**config.mk**
```make
export PLATFORM = sky130hd
export DESIGN_NAME = crs_top
export DESIGN_NICKNAME = d
export VERILOG_FILES = /design/src/shared/crs_pkg.sv /design/src/shared/crs_mem_if.sv /design/src/crs_nv_array.sv /design/src/crs_top.sv
export VERILOG_INCLUDE_DIRS = /design/src /design/src/shared
export SDC_FILE = /design/constraint.sdc
export NUM_CORES = 1
export LEC_CHECK = 0
export ABC_AREA = 1
export BUFFER_PORTS_ARGS = -buffer_cell sky130_fd_sc_hd__buf_4
export CAP_MARGIN = 20
export CORE_MARGIN = 3
export CORE_UTILIZATION = 55
export DETAILED_ROUTE_END_ITERATION = 10
export MAX_ROUTING_LAYER = met4
export PLACE_DENSITY = 0.77
export SYNTH_ARGS = -nofsm -noshare
export SYNTH_HDL_FRONTEND = slang
export SYNTH_HIERARCHICAL = 1
export SYNTH_SLANG_ARGS = --single-unit
```
**constraint.sdc**
```tcl
create_clock -name clk_sys -period 3.2 [get_ports clk_sys]
set_clock_uncertainty 0.15 [all_clocks]
set_input_delay 0.96 -clock clk_sys [delete_from_list [all_inputs] [get_ports clk_sys]]
set_output_delay 0.96 -clock clk_sys [all_outputs]
set_load 0.01 [all_outputs]
```
**src/shared/crs_defs.svh**
```systemverilog
`ifndef CRS_DEFS_SVH
`define CRS_DEFS_SVH

// ==========================================================
// register map, byte addresses
`define CRS_ADDR_W          9
`define CRS_ADDR_CUR        9'h186
`define CRS_ADDR_ISO        9'h188
`define CRS_ADDR_CFG        9'h18A
`define CRS_ADDR_CKS        9'h18C
`define CRS_ADDR_SN0        9'h18E
`define CRS_ADDR_SN1        9'h190
`define CRS_ADDR_SN2        9'h192
`define CRS_ADDR_SN3        9'h194
`define CRS_ADDR_SN4        9'h196

// ==========================================================
// word layout
`define CRS_DATA_W          16
`define CRS_NV_WORDS        3
`define CRS_SN_WORDS        5
`define CRS_SN_BITS         80
`define CRS_CKS_W           32
`define CRS_CFG_MSB         5
`define CRS_CFG_LSB         3
`define CRS_RD_IDLE         16'h0000
`define CRS_CKS_RST         32'h0000_0000

// ==========================================================
// storage indices and walk counter
`define CRS_IDX_W           2
`define CRS_IDX_CUR         2'h0
`define CRS_IDX_ISO         2'h1
`define CRS_IDX_CFG         2'h2
`define CRS_WALK_W          3
`define CRS_WALK_FIRST      3'h0
`define CRS_WALK_STEP       3'h1
`define CRS_WALK_NV_END     3'h3
`define CRS_WALK_LAST       3'h7

`endif

```
**src/shared/crs_pkg.sv**
```systemverilog
`include "crs_defs.svh"

package crs_pkg;
    typedef logic [`CRS_DATA_W-1:0] crs_word_t;
    typedef logic [`CRS_CKS_W-1:0]  crs_sum_t;
    typedef logic [`CRS_IDX_W-1:0]  crs_idx_t;
    typedef logic [`CRS_WALK_W-1:0] crs_walk_t;
    typedef enum logic [1:0] {
        CRS_CKS_CLEAR,
        CRS_CKS_SUM,
        CRS_CKS_DONE
    } crs_cks_state_t;
endpackage

```
**src/shared/crs_mem_if.sv**
```systemverilog
interface crs_mem_if;
    import crs_pkg::*;
    logic      wr_en;
    crs_idx_t  wr_idx;
    crs_word_t wr_word;
    crs_idx_t  bus_idx;
    crs_word_t bus_word;
    crs_idx_t  walk_idx;
    crs_word_t walk_word;
    modport ctrl (output wr_en, output wr_idx, output wr_word, output bus_idx,
                  output walk_idx, input bus_word, input walk_word);
    modport mem  (input wr_en, input wr_idx, input wr_word, input bus_idx,
                  input walk_idx, output bus_word, output walk_word);
endinterface

```
**src/crs_nv_array.sv**
```systemverilog
`include "crs_defs.svh"

module crs_nv_array
    import crs_pkg::*;
#(
    parameter int NWORDS = `CRS_NV_WORDS
)(
    input  wire logic clk_sys,
    input  wire logic nrst,
    input  wire logic ce,
    crs_mem_if.mem    mp
);
    // ==========================================================
    // storage
    // no reset on purpose: the record must outlive resets and sessions
    crs_word_t [NWORDS-1:0] mem;

    always_ff @(posedge clk_sys) begin
        if (ce && mp.wr_en) begin
            mem[mp.wr_idx] <= mp.wr_word;
        end
    end

    assign mp.bus_word  = mem[mp.bus_idx];
    assign mp.walk_word = mem[mp.walk_idx];
endmodule

```
**src/crs_top.sv**
```systemverilog
// Chosen here: the address-and-strobe port.
`include "crs_defs.svh"

module crs_top
    import crs_pkg::*;
#(
    // value is arbitrary, stands for a per-unit programmed number
    parameter logic [`CRS_SN_BITS-1:0] SERIAL_NUMBER = 80'h5A5A_1234_5678_9ABC_DEF0
)(
    input  wire logic                   clk_sys,
    input  wire logic                   nrst,
    input  wire logic                   ce,
    input  wire logic [`CRS_ADDR_W-1:0] addr,
    input  wire logic [`CRS_DATA_W-1:0] wr_data,
    input  wire logic                   wr_stb,
    input  wire logic                   rd_stb,
    output logic      [`CRS_DATA_W-1:0] rd_data,
    output logic                        cks_valid
);
    // ==========================================================
    // helpers
    function automatic crs_word_t sn_word(input logic [`CRS_WALK_W-1:0] k);
        sn_word = SERIAL_NUMBER[k*`CRS_DATA_W +: `CRS_DATA_W];
    endfunction

    function automatic logic is_nv_addr(input logic [`CRS_ADDR_W-1:0] a);
        is_nv_addr = (a == `CRS_ADDR_CUR) || (a == `CRS_ADDR_ISO) ||
                     (a == `CRS_ADDR_CFG);
    endfunction

    function automatic crs_idx_t nv_index(input logic [`CRS_ADDR_W-1:0] a);
        case (a)
            `CRS_ADDR_ISO: nv_index = `CRS_IDX_ISO;
            `CRS_ADDR_CFG: nv_index = `CRS_IDX_CFG;
            default:       nv_index = `CRS_IDX_CUR;
        endcase
    endfunction

    // ==========================================================
    // storage
    crs_mem_if mif ();

    crs_nv_array #(
        .NWORDS (`CRS_NV_WORDS)
    ) i_crs_nv_array (
        .clk_sys (clk_sys),
        .nrst    (nrst),
        .ce      (ce),
        .mp      (mif.mem)
    );

    logic wr_hit;
    assign wr_hit = wr_stb && is_nv_addr(addr);

    // whole words are kept, so undefined bits of the configuration word
    // simply read back what software wrote
    assign mif.wr_en   = wr_hit;
    assign mif.wr_idx  = nv_index(addr);
    assign mif.wr_word = wr_data;
    assign mif.bus_idx = nv_index(addr);

    // ==========================================================
    // checksum walk
    crs_cks_state_t state;
    crs_walk_t      walk;
    crs_sum_t       acc;
    crs_sum_t       cks_sum;
    crs_word_t      walk_val;

    // keep the array index in range once the walk has moved on to the serial words
    assign mif.walk_idx = (walk < `CRS_WALK_NV_END) ? walk[`CRS_IDX_W-1:0]
                                                     : `CRS_IDX_CUR;
    assign walk_val = (walk < `CRS_WALK_NV_END) ? mif.walk_word
                                                : sn_word(walk - `CRS_WALK_NV_END);

    // a write to a record word restarts the walk so the sum never mixes old and new words;
    // the last completed sum stays visible while a new one is built
    always_ff @(posedge clk_sys or negedge nrst) begin
        if (!nrst) begin
            state <= CRS_CKS_CLEAR;
            walk  <= `CRS_WALK_FIRST;
            acc   <= `CRS_CKS_RST;
        end else if (ce) begin
            if (wr_hit) begin
                state <= CRS_CKS_CLEAR;
                walk  <= `CRS_WALK_FIRST;
                acc   <= `CRS_CKS_RST;
            end else begin
                case (state)
                    CRS_CKS_CLEAR: begin
                        state <= CRS_CKS_SUM;
                        walk  <= `CRS_WALK_FIRST;
                        acc   <= `CRS_CKS_RST;
                    end
                    CRS_CKS_SUM: begin
                        acc <= acc + {{(`CRS_CKS_W-`CRS_DATA_W){1'h0}}, walk_val};
                        if (walk == `CRS_WALK_LAST) begin
                            state <= CRS_CKS_DONE;
                        end else begin
                            walk <= walk + `CRS_WALK_STEP;
                        end
                    end
                    CRS_CKS_DONE: begin
                        state <= CRS_CKS_DONE;
                    end
                    default: begin
                        state <= CRS_CKS_CLEAR;
                    end
                endcase
            end
        end
    end

    always_ff @(posedge clk_sys or negedge nrst) begin
        if (!nrst) begin
            cks_sum <= `CRS_CKS_RST;
        end else if (ce && !wr_hit && state == CRS_CKS_SUM && walk == `CRS_WALK_LAST) begin
            cks_sum <= acc + {{(`CRS_CKS_W-`CRS_DATA_W){1'h0}}, walk_val};
        end
    end

    always_ff @(posedge clk_sys or negedge nrst) begin
        if (!nrst) begin
            cks_valid <= 1'h0;
        end else if (ce) begin
            if (wr_hit) begin
                cks_valid <= 1'h0;
            end else if (state == CRS_CKS_SUM && walk == `CRS_WALK_LAST) begin
                cks_valid <= 1'h1;
            end
        end
    end

    // ==========================================================
    // read port
    logic [`CRS_DATA_W-1:0] next_rd_data;

    always_comb begin
        next_rd_data = `CRS_RD_IDLE;
        if (rd_stb) begin
            case (addr)
                `CRS_ADDR_CUR: next_rd_data = mif.bus_word;
                `CRS_ADDR_ISO: next_rd_data = mif.bus_word;
                `CRS_ADDR_CFG: next_rd_data = mif.bus_word;
                `CRS_ADDR_CKS: next_rd_data = cks_sum[`CRS_DATA_W-1:0];
                `CRS_ADDR_SN0: next_rd_data = sn_word(3'h0);
                `CRS_ADDR_SN1: next_rd_data = sn_word(3'h1);
                `CRS_ADDR_SN2: next_rd_data = sn_word(3'h2);
                `CRS_ADDR_SN3: next_rd_data = sn_word(3'h3);
                `CRS_ADDR_SN4: next_rd_data = sn_word(3'h4);
                default:       next_rd_data = `CRS_RD_IDLE;
            endcase
        end
    end

    // data stand in the cycle after a strobe taken with ce high, zero after other enabled cycles; ce low holds rd_data
    always_ff @(posedge clk_sys or negedge nrst) begin
        if (!nrst) begin
            rd_data <= `CRS_RD_IDLE;
        end else if (ce) begin
            rd_data <= next_rd_data;
        end
    end
endmodule

```
# ---- Word-level counts from Yosys, hierarchy flattened
# Index checks and enable logic that the tools add are counted.
dict set report word_totals {
  memories 0
  input_bits 30
  rom_bits 0
  ramBits 0
  register_bits 118
  latch_bits 0
}
dict set report classes {
  bitwise_logic 0
  multipliers 0
  n_div 0
  n_lt_le_gt_ge 4
  n_reduce_logical 18
  n_eq_ne 14
  addsub 3
  shift 1
  muxes 22
}
# op n
set ops {}
lappend ops {{$pmux W16 S7} 1}
lappend ops {{$eq A9 B9 Y1 const B} 9}
lappend ops {{$mux W16} 5}
lappend ops {{$shiftx A80 B8 Y16 const A} 1}
lappend ops {{$bmux W16 S2} 2}
lappend ops {{$pmux W32 S2} 1}
lappend ops {{$bwmux W48} 1}
lappend ops {{$add A32 B16 Y32} 1}
lappend ops {{$demux W16 S2} 1}
lappend ops {{$mux W32} 1}
lappend ops {{$logic_and A1 B1 Y1} 7}
lappend ops {{$lt A2 B3 Y1 const B} 2}
lappend ops {{$mux W2} 3}
lappend ops {{$mux W3} 2}
lappend ops {{$ne A3 B2 Y1 const B} 2}
lappend ops {{$pmux W2 S3} 1}
lappend ops {{$pmux W3 S2} 1}
lappend ops {{$reduce_and A2 Y1} 3}
lappend ops {{$pmux W2 S2} 1}
lappend ops {{$add A3 B1 Y3 const B} 1}
lappend ops {{$eq A3 B3 Y1 const B} 1}
lappend ops {{$lt A3 B2 Y1 const B} 1}
lappend ops {{$reduce_and A3 Y1} 1}
lappend ops {{$reduce_bool A3 Y1} 1}
lappend ops {{other kinds (10)} 12}

# ---- Depth between registers and ports, before layout
dict set report depth {
  word_depth 8
  depth_mapped 26
}

# ---- Cells and area by module
# The synthesis kept the hierarchy.
# mod area_per_inst_um2 seq_area_each_um2 n_inst cells_per_inst
set modules_own_cells {}
lappend modules_own_cells {crs_top 3682.3 1351.3 1 528}
lappend modules_own_cells {crs_nv_array 2379.8 1441.4 1 262}

# ---- Least setup slack after synthesis
# No wires, ideal clock.
dict set report synth_timing {
  path_kind {in2reg}
  startpoint {input port addr[5]}
  endpoint {register i_crs_nv_array/mem[0] in the netlist's numbering (enable)}
  arrival_time_ns 2.826
  slack_ns -0.185
  cell_stages 9
  required_time_ns 2.641
  setup_ns 0.409
  cell_sequence {inv_1 nand2_1 nor2_4 nand2_1 nand3_4 nand2_8 inv_1 nand2_1 nor3_1}
}
dict set report synth_between {
  elab_chain_len 5
  word_cells_on_any_way 7
}
# element line_no
set synth_rtl {}
lappend synth_rtl {{start, declared} crs_top.sv:13} ;# input wire logic [`CRS_ADDR_W-1:0] addr,
lappend synth_rtl {{$eq A9 B9 Y1} --}
lappend synth_rtl {{$logic_or A1 B1 Y1} crs_top.sv:27} ;# is_nv_addr = (a == `CRS_ADDR_CUR) || (a == `CRS_ADDR_ISO) ||
lappend synth_rtl {{$logic_or A1 B1 Y1 *} crs_top.sv:27}
lappend synth_rtl {{$logic_and A1 B1 Y1 *} crs_top.sv:53} ;# assign wr_hit = wr_stb && is_nv_addr(addr);
lappend synth_rtl {{via mif.wr_en} crs_mem_if.sv:3} ;# logic wr_en;
lappend synth_rtl {{$logic_and A1 B1 Y1 *} crs_nv_array.sv:19} ;# if (ce && mp.wr_en) begin
lappend synth_rtl {{end signal, assigned by index} crs_nv_array.sv:20} ;# mem[mp.wr_idx] <= mp.wr_word;
lappend synth_rtl {{end, declared} crs_nv_array.sv:16} ;# crs_word_t [NWORDS-1:0] mem;
# Mark *: on every way through the listed nets, which the timed path passes. The rest lies on a longest branch.
# A chain may end at the register's enable or synchronous reset.

# ---- Final worst setup path
dict set report layout_timing {
  startpoint {register walk[0]}
  endpoint {register acc[14]}
}
dict set report layout_between {
  elab_chain_len 8
  word_cells_on_any_way 10
}
# element line_no
set layout_rtl {}
lappend layout_rtl {{start, declared} crs_top.sv:65} ;# crs_walk_t walk;
lappend layout_rtl {{start signal, assigned} crs_top.sv:81} ;# walk <= `CRS_WALK_FIRST;
lappend layout_rtl {{start signal, assigned} crs_top.sv:86} ;# walk <= `CRS_WALK_FIRST;
lappend layout_rtl {{start signal, assigned} crs_top.sv:92} ;# walk <= `CRS_WALK_FIRST;
lappend layout_rtl {{parallel branches: the longest is 4 deep, another holds $sub A3 B2 Y3} --}
lappend layout_rtl {{$mux W16 *} crs_top.sv:73} ;# assign walk_val = (walk < `CRS_WALK_NV_END) ? mif.walk_word
lappend layout_rtl {{$add A32 B16 Y32 *} --}
lappend layout_rtl {{$pmux W32 S2 *} crs_top.sv:89} ;# case (state)
lappend layout_rtl {{$mux W32 *} crs_top.sv:84} ;# if (wr_hit) begin
lappend layout_rtl {{end signal, assigned} crs_top.sv:82} ;# acc <= `CRS_CKS_RST;
lappend layout_rtl {{end signal, assigned} crs_top.sv:87} ;# acc <= `CRS_CKS_RST;
lappend layout_rtl {{end signal, assigned} crs_top.sv:93} ;# acc <= `CRS_CKS_RST;
lappend layout_rtl {{end, declared} crs_top.sv:66} ;# crs_sum_t acc;
# Mark *: on every way between the ends. The select of a mux whose other input is x is not followed.

==> metrics.md <==
| Metric | Value |
|---|---|
| Worst-case clock buffer depth | 2 |
| Multiplexer fraction of the synthesized cell area | 0% |
| Startpoint of the worst register-to-register path | walk[0]$_DFFE_PN0P_ |
| Number of fill cells in the layout | 907 |
| Final Cell Area | 6900 um^2 |
| Remaining number of nets flagged by the antenna check after routing | 0 |
| Setup Viol. Count Final | 0 |
| Min-Delay Startpoint | rd_data[6]$_DFFE_PN0P_ |
| Max-cap violations | 0 |
| Core Rows | 37 |
| Area of all sequential standard cells | 2800 um^2 |
| Post-synthesis async set-or-reset flop share | 52.9% |
| Most common cell on crit path | nand2_1 |
| Dominant register cell in the synthesized netlist | dfrtp_1 |
| Sequential element share of the synthesized area | 46.1% |
| Sequence of cells on the critical path | ha_1 -> ha_1 -> inv_1 -> nand2_1 -> nand2_1 -> o21ai_2 -> fa_1 -> inv_1 -> nand3_1 -> nand2_2 -> nand3_1 -> nand2_2 -> nand2_1 -> nand3_1 -> nand2_1 -> nand2_1 -> nand2_1 |
| TritonCTS clock tree | built |
| Post-synthesis area per instance | 7.67 um^2 |
| Internal reg-to-reg setup slack | 0.20 ns |
| Detailed-routing iteration count for the pre-antenna-repair pass | 5 |
| Critical Path RT | 3.34 ns |
| Largest net degree at the start of global routing | 55 |
| Register-to-Register Path Depth | 17 |
| Cell with the largest stage delay on the worst path | dfrtp_2 |
| Power per cell area | 784 nW/um^2 |
| DIE WIDTH | 111 um |
| Global-route usage over all layers | 26.5% |
| Peak supply drop | 486 uV |
| Clock Root Buffer | clkbuf_8 |
| Leading post-synthesis cells by cell area | edfxtp_1, dfrtp_1, nand2_1, inv_1, nand3_1 |
| Number of global-route vias before repair | 5042 |
| Path class of the lowest-slack min-delay path | reg2reg |
| Routed wire length | 15700 um |
| Clock period minus final worst setup slack | 3.00 ns |
| Initial antenna violation count | 0 |
| Clock Latency Late Sink | 0.40 ns |
| Min-Delay Endpoint | rd_data[6]$_DFFE_PN0P_ |
| Slew Viols, Final | 0 |
| Total of buffers placed on input and output ports | 46 |
| Depth of the worst hold-timing path | 2 |
| Total cell area at the placement stage | 6610 um^2 |
| Share of post-route cells with drive strength above 1 | 15.5% |
| Share of the synthesized netlist area taken by xor and xnor gates | 1.01% |
| Hold violation count in the final report | 0 |
| Total area of multi-input combinational cells | 2830 um^2 |
| Net count, final | 898 |
| Yosys top cell area share | 23.8% |
| Area inside the core boundary | 10500 um^2 |
| Via density | 5.38 |
| GR Overflow Total | 0 |
| Number of buffers created by CTS | 9 |
| Per-cell routed wire length | 15.9 um |
| Syn nets | 842 |
| Post-CTS clock slew at the launch and capture registers of the worst setup and hold paths | 0.10 ns |
| Number of warnings issued by yosys | 6 |
| Synth Area in Simple Gates | 32.7% |
| Headroom to the max-slew limit | 53.1% |
| Number of DRC markers in iteration 0 | 629 |
| RSZ-0062 raised after global routing | yes |
| Kind of start point of the critical path | flip-flop |
| First-pass GRT wire length | 25100 um |
| Max H-tree Level | 3 |
| Routability cong. | 0.919 |
| Number of clock sinks | 102 |
| Share of the cycle needed by the critical path after routing | 93.8% |
| Floorplan die area | 12300 um^2 |
| Cell type contributing the most total cell area after synthesis | edfxtp_1 |
| Area growth syn-to-layout | 13.9% |
| Chip Height | 111 um |
| Number of diodes added for antenna fixing | 0 |
| Number of instances in the synthesized netlist | 790 |
| Run status | finished, final reports clean |
| Top-Level Pins | 47 |
| Compound-Gate Fraction of Synth Area | 6.67% |
| Via count | 5310 |
| End of the worst register-to-register path | acc[14]$_DFFE_PN0P_ |
| WS Path Type | reg2reg |
| Crit-path max cell delay | 0.46 ns |
| Seq cells post-synth | 102 |
| Achievable frequency | 333 MHz |
| Final Core Density | 65.7% |
| Leakage power summed over all cells | 3.55 nW |
| Initial cell density of the core | 57.7% |
| Area of the mapped netlist | 6060 um^2 |
| Category of the worst setup path capture point | flip-flop |
| Post-synth cell types | 39 |
| Fraction of the mapped netlist area in adder cells | 4.66% |
| Residual DRC count | 0 |
| Main combinational cell family by area after synthesis | simple AND/OR/NAND/NOR gates |
| Peak fanout along the critical path | 6 |
| CP Data Arrival Time | 3.14 ns |
| Transition at the pin with the smallest max-transition slack | 0.704 ns |
| Number of enable flip-flop cells after synthesis | 48 |
| HPWL Detailed | 11600 um |
registers in the layout (all words and copies together) (netlist names):
register            count
rd_data                16
state                   2
walk                    3
i_crs_nv_array/mem     48
cks_valid               1
cks_sum                16
acc                    16
cells in the final DEF (no fill, tap or decap), types with 4 or more instances in the layout:
master and n:
dfrtp_1 52, o21ai_0 33, ha_1 16, a21oi_2 4, xor2_1 4, inv_2 5, inv_1 91, a21oi_1 18
clkbuf_8 9, nand4_1 4, buf_4 58, nand2_2 11, o21ai_1 12, nor2_1 29, nor2_2 5, nand3_1 66
buf_12 5, nand2_1 330, edfxtp_1 48
synth_stat cells, types with 4 or more instances:
| cell type | count |
|---|---|
| a21oi_1 | 22 |
| buf_2 | 4 |
| buf_4 | 4 |
| buf_6 | 9 |
| dfrtp_1 | 54 |
| edfxtp_1 | 48 |
| ha_1 | 21 |
| inv_1 | 91 |
| inv_2 | 5 |
| nand2_1 | 337 |
| nand2_2 | 4 |
| nand3_1 | 66 |
| nand4_1 | 4 |
| nor2_1 | 33 |
| o21ai_0 | 37 |
| o21ai_1 | 10 |
| xor2_1 | 5 |
metrics by stage:
stage / hold WS (ns) / total power, mW / setup TNS [ns] / instances / setup WS [ns]
after detailed placement: 0.317 / 4.38 / -0.106 / 969 / -0.0554
after CTS: 0.343 / 5.16 / 0 / 985 / 0.0901
after global routing: 0.371 / 5.85 / -0.210 / 987 / -0.0526
after global placement: 0.315 / 4.36 / -0.0250 / 969 / -0.0139
final: 0.343 / 5.41 / 0 / 987 / 0.200
after floorplan: 0.299 / 3.63 / -5.93 / 790 / -0.185
cell type report:
type / instances / area share [%]
Clock buffer: 10 / 1.85
Clock inverter: 6 / 0.671
Inverter: 100 / 5.55
Multi-Input combinational cell: 569 / 41.1
Sequential cell: 102 / 40.5
Tap cell: 136 / 2.47
Timing Repair Buffer: 64 / 7.92
power breakdown:
| part | internal, mW | switching (mW) | total, mW |
|---|---|---|---|
| Sequential | 1.48 | 0.0873 | 1.57 |
| Clock | 0.291 | 0.489 | 0.780 |
| Combinational | 1.10 | 1.96 | 3.06 |
| Total | 2.87 | 2.54 | 5.41 |
critical path: cells and delay by family (launching register included):
family | cells | cell delay [ns]
DFF | 1 | 0.46
adders and majority gates | 3 | 0.98
buffers and inverters | 2 | 0.25
AOI/OAI and AO/OA | 1 | 0.08
and+or+nand+nor | 11 | 0.96
per-layer routing:
metal  vias up  wire length [um]  track usage, %
li1       2623                 -               -
met1      2483              6980            35.9
met2       180              7260            40.8
met3        24              1100            3.49
met4         0               322            10.5
met5         -                 0               -
how the worst max path moves through the flow:
stage                   startpoint                              end  slack [ns]  depth (start not counted)
6_report       walk[0]$_DFFE_PN0P_              acc[14]$_DFFE_PN0P_        0.20                         17
5_1_grt        walk[0]$_DFFE_PN0P_          cks_sum[13]$_DFFE_PN0P_       -0.05                         17
4_1_cts        walk[0]$_DFFE_PN0P_              acc[13]$_DFFE_PN0P_        0.09                         17
3_5_place_dp   walk[0]$_DFFE_PN0P_              acc[13]$_DFFE_PN0P_       -0.06                         17
3_3_place_gp   walk[0]$_DFFE_PN0P_          cks_sum[13]$_DFFE_PN0P_       -0.01                         17
2_1_floorplan              addr[5]  i_crs_nv_array/mem[0]$_DFFE_PP_       -0.19                          9
cell families (layout without fill, tap and decap cells):
group	count (synthesis)	in the layout
buf+inv	119	180
fa+ha+maj	22	22
xor+xnor	7	7
simple gates	463	463
compound gates	77	77
flops	102	102
timing repair:
action,CTS,global route
setup endpoints to repair,8,22
resized for setup,1,32
setup buffers,0,2
pin swaps,0,1
hold buffers,0,0
No activity file was read; power rests on OpenSTA's default activity.
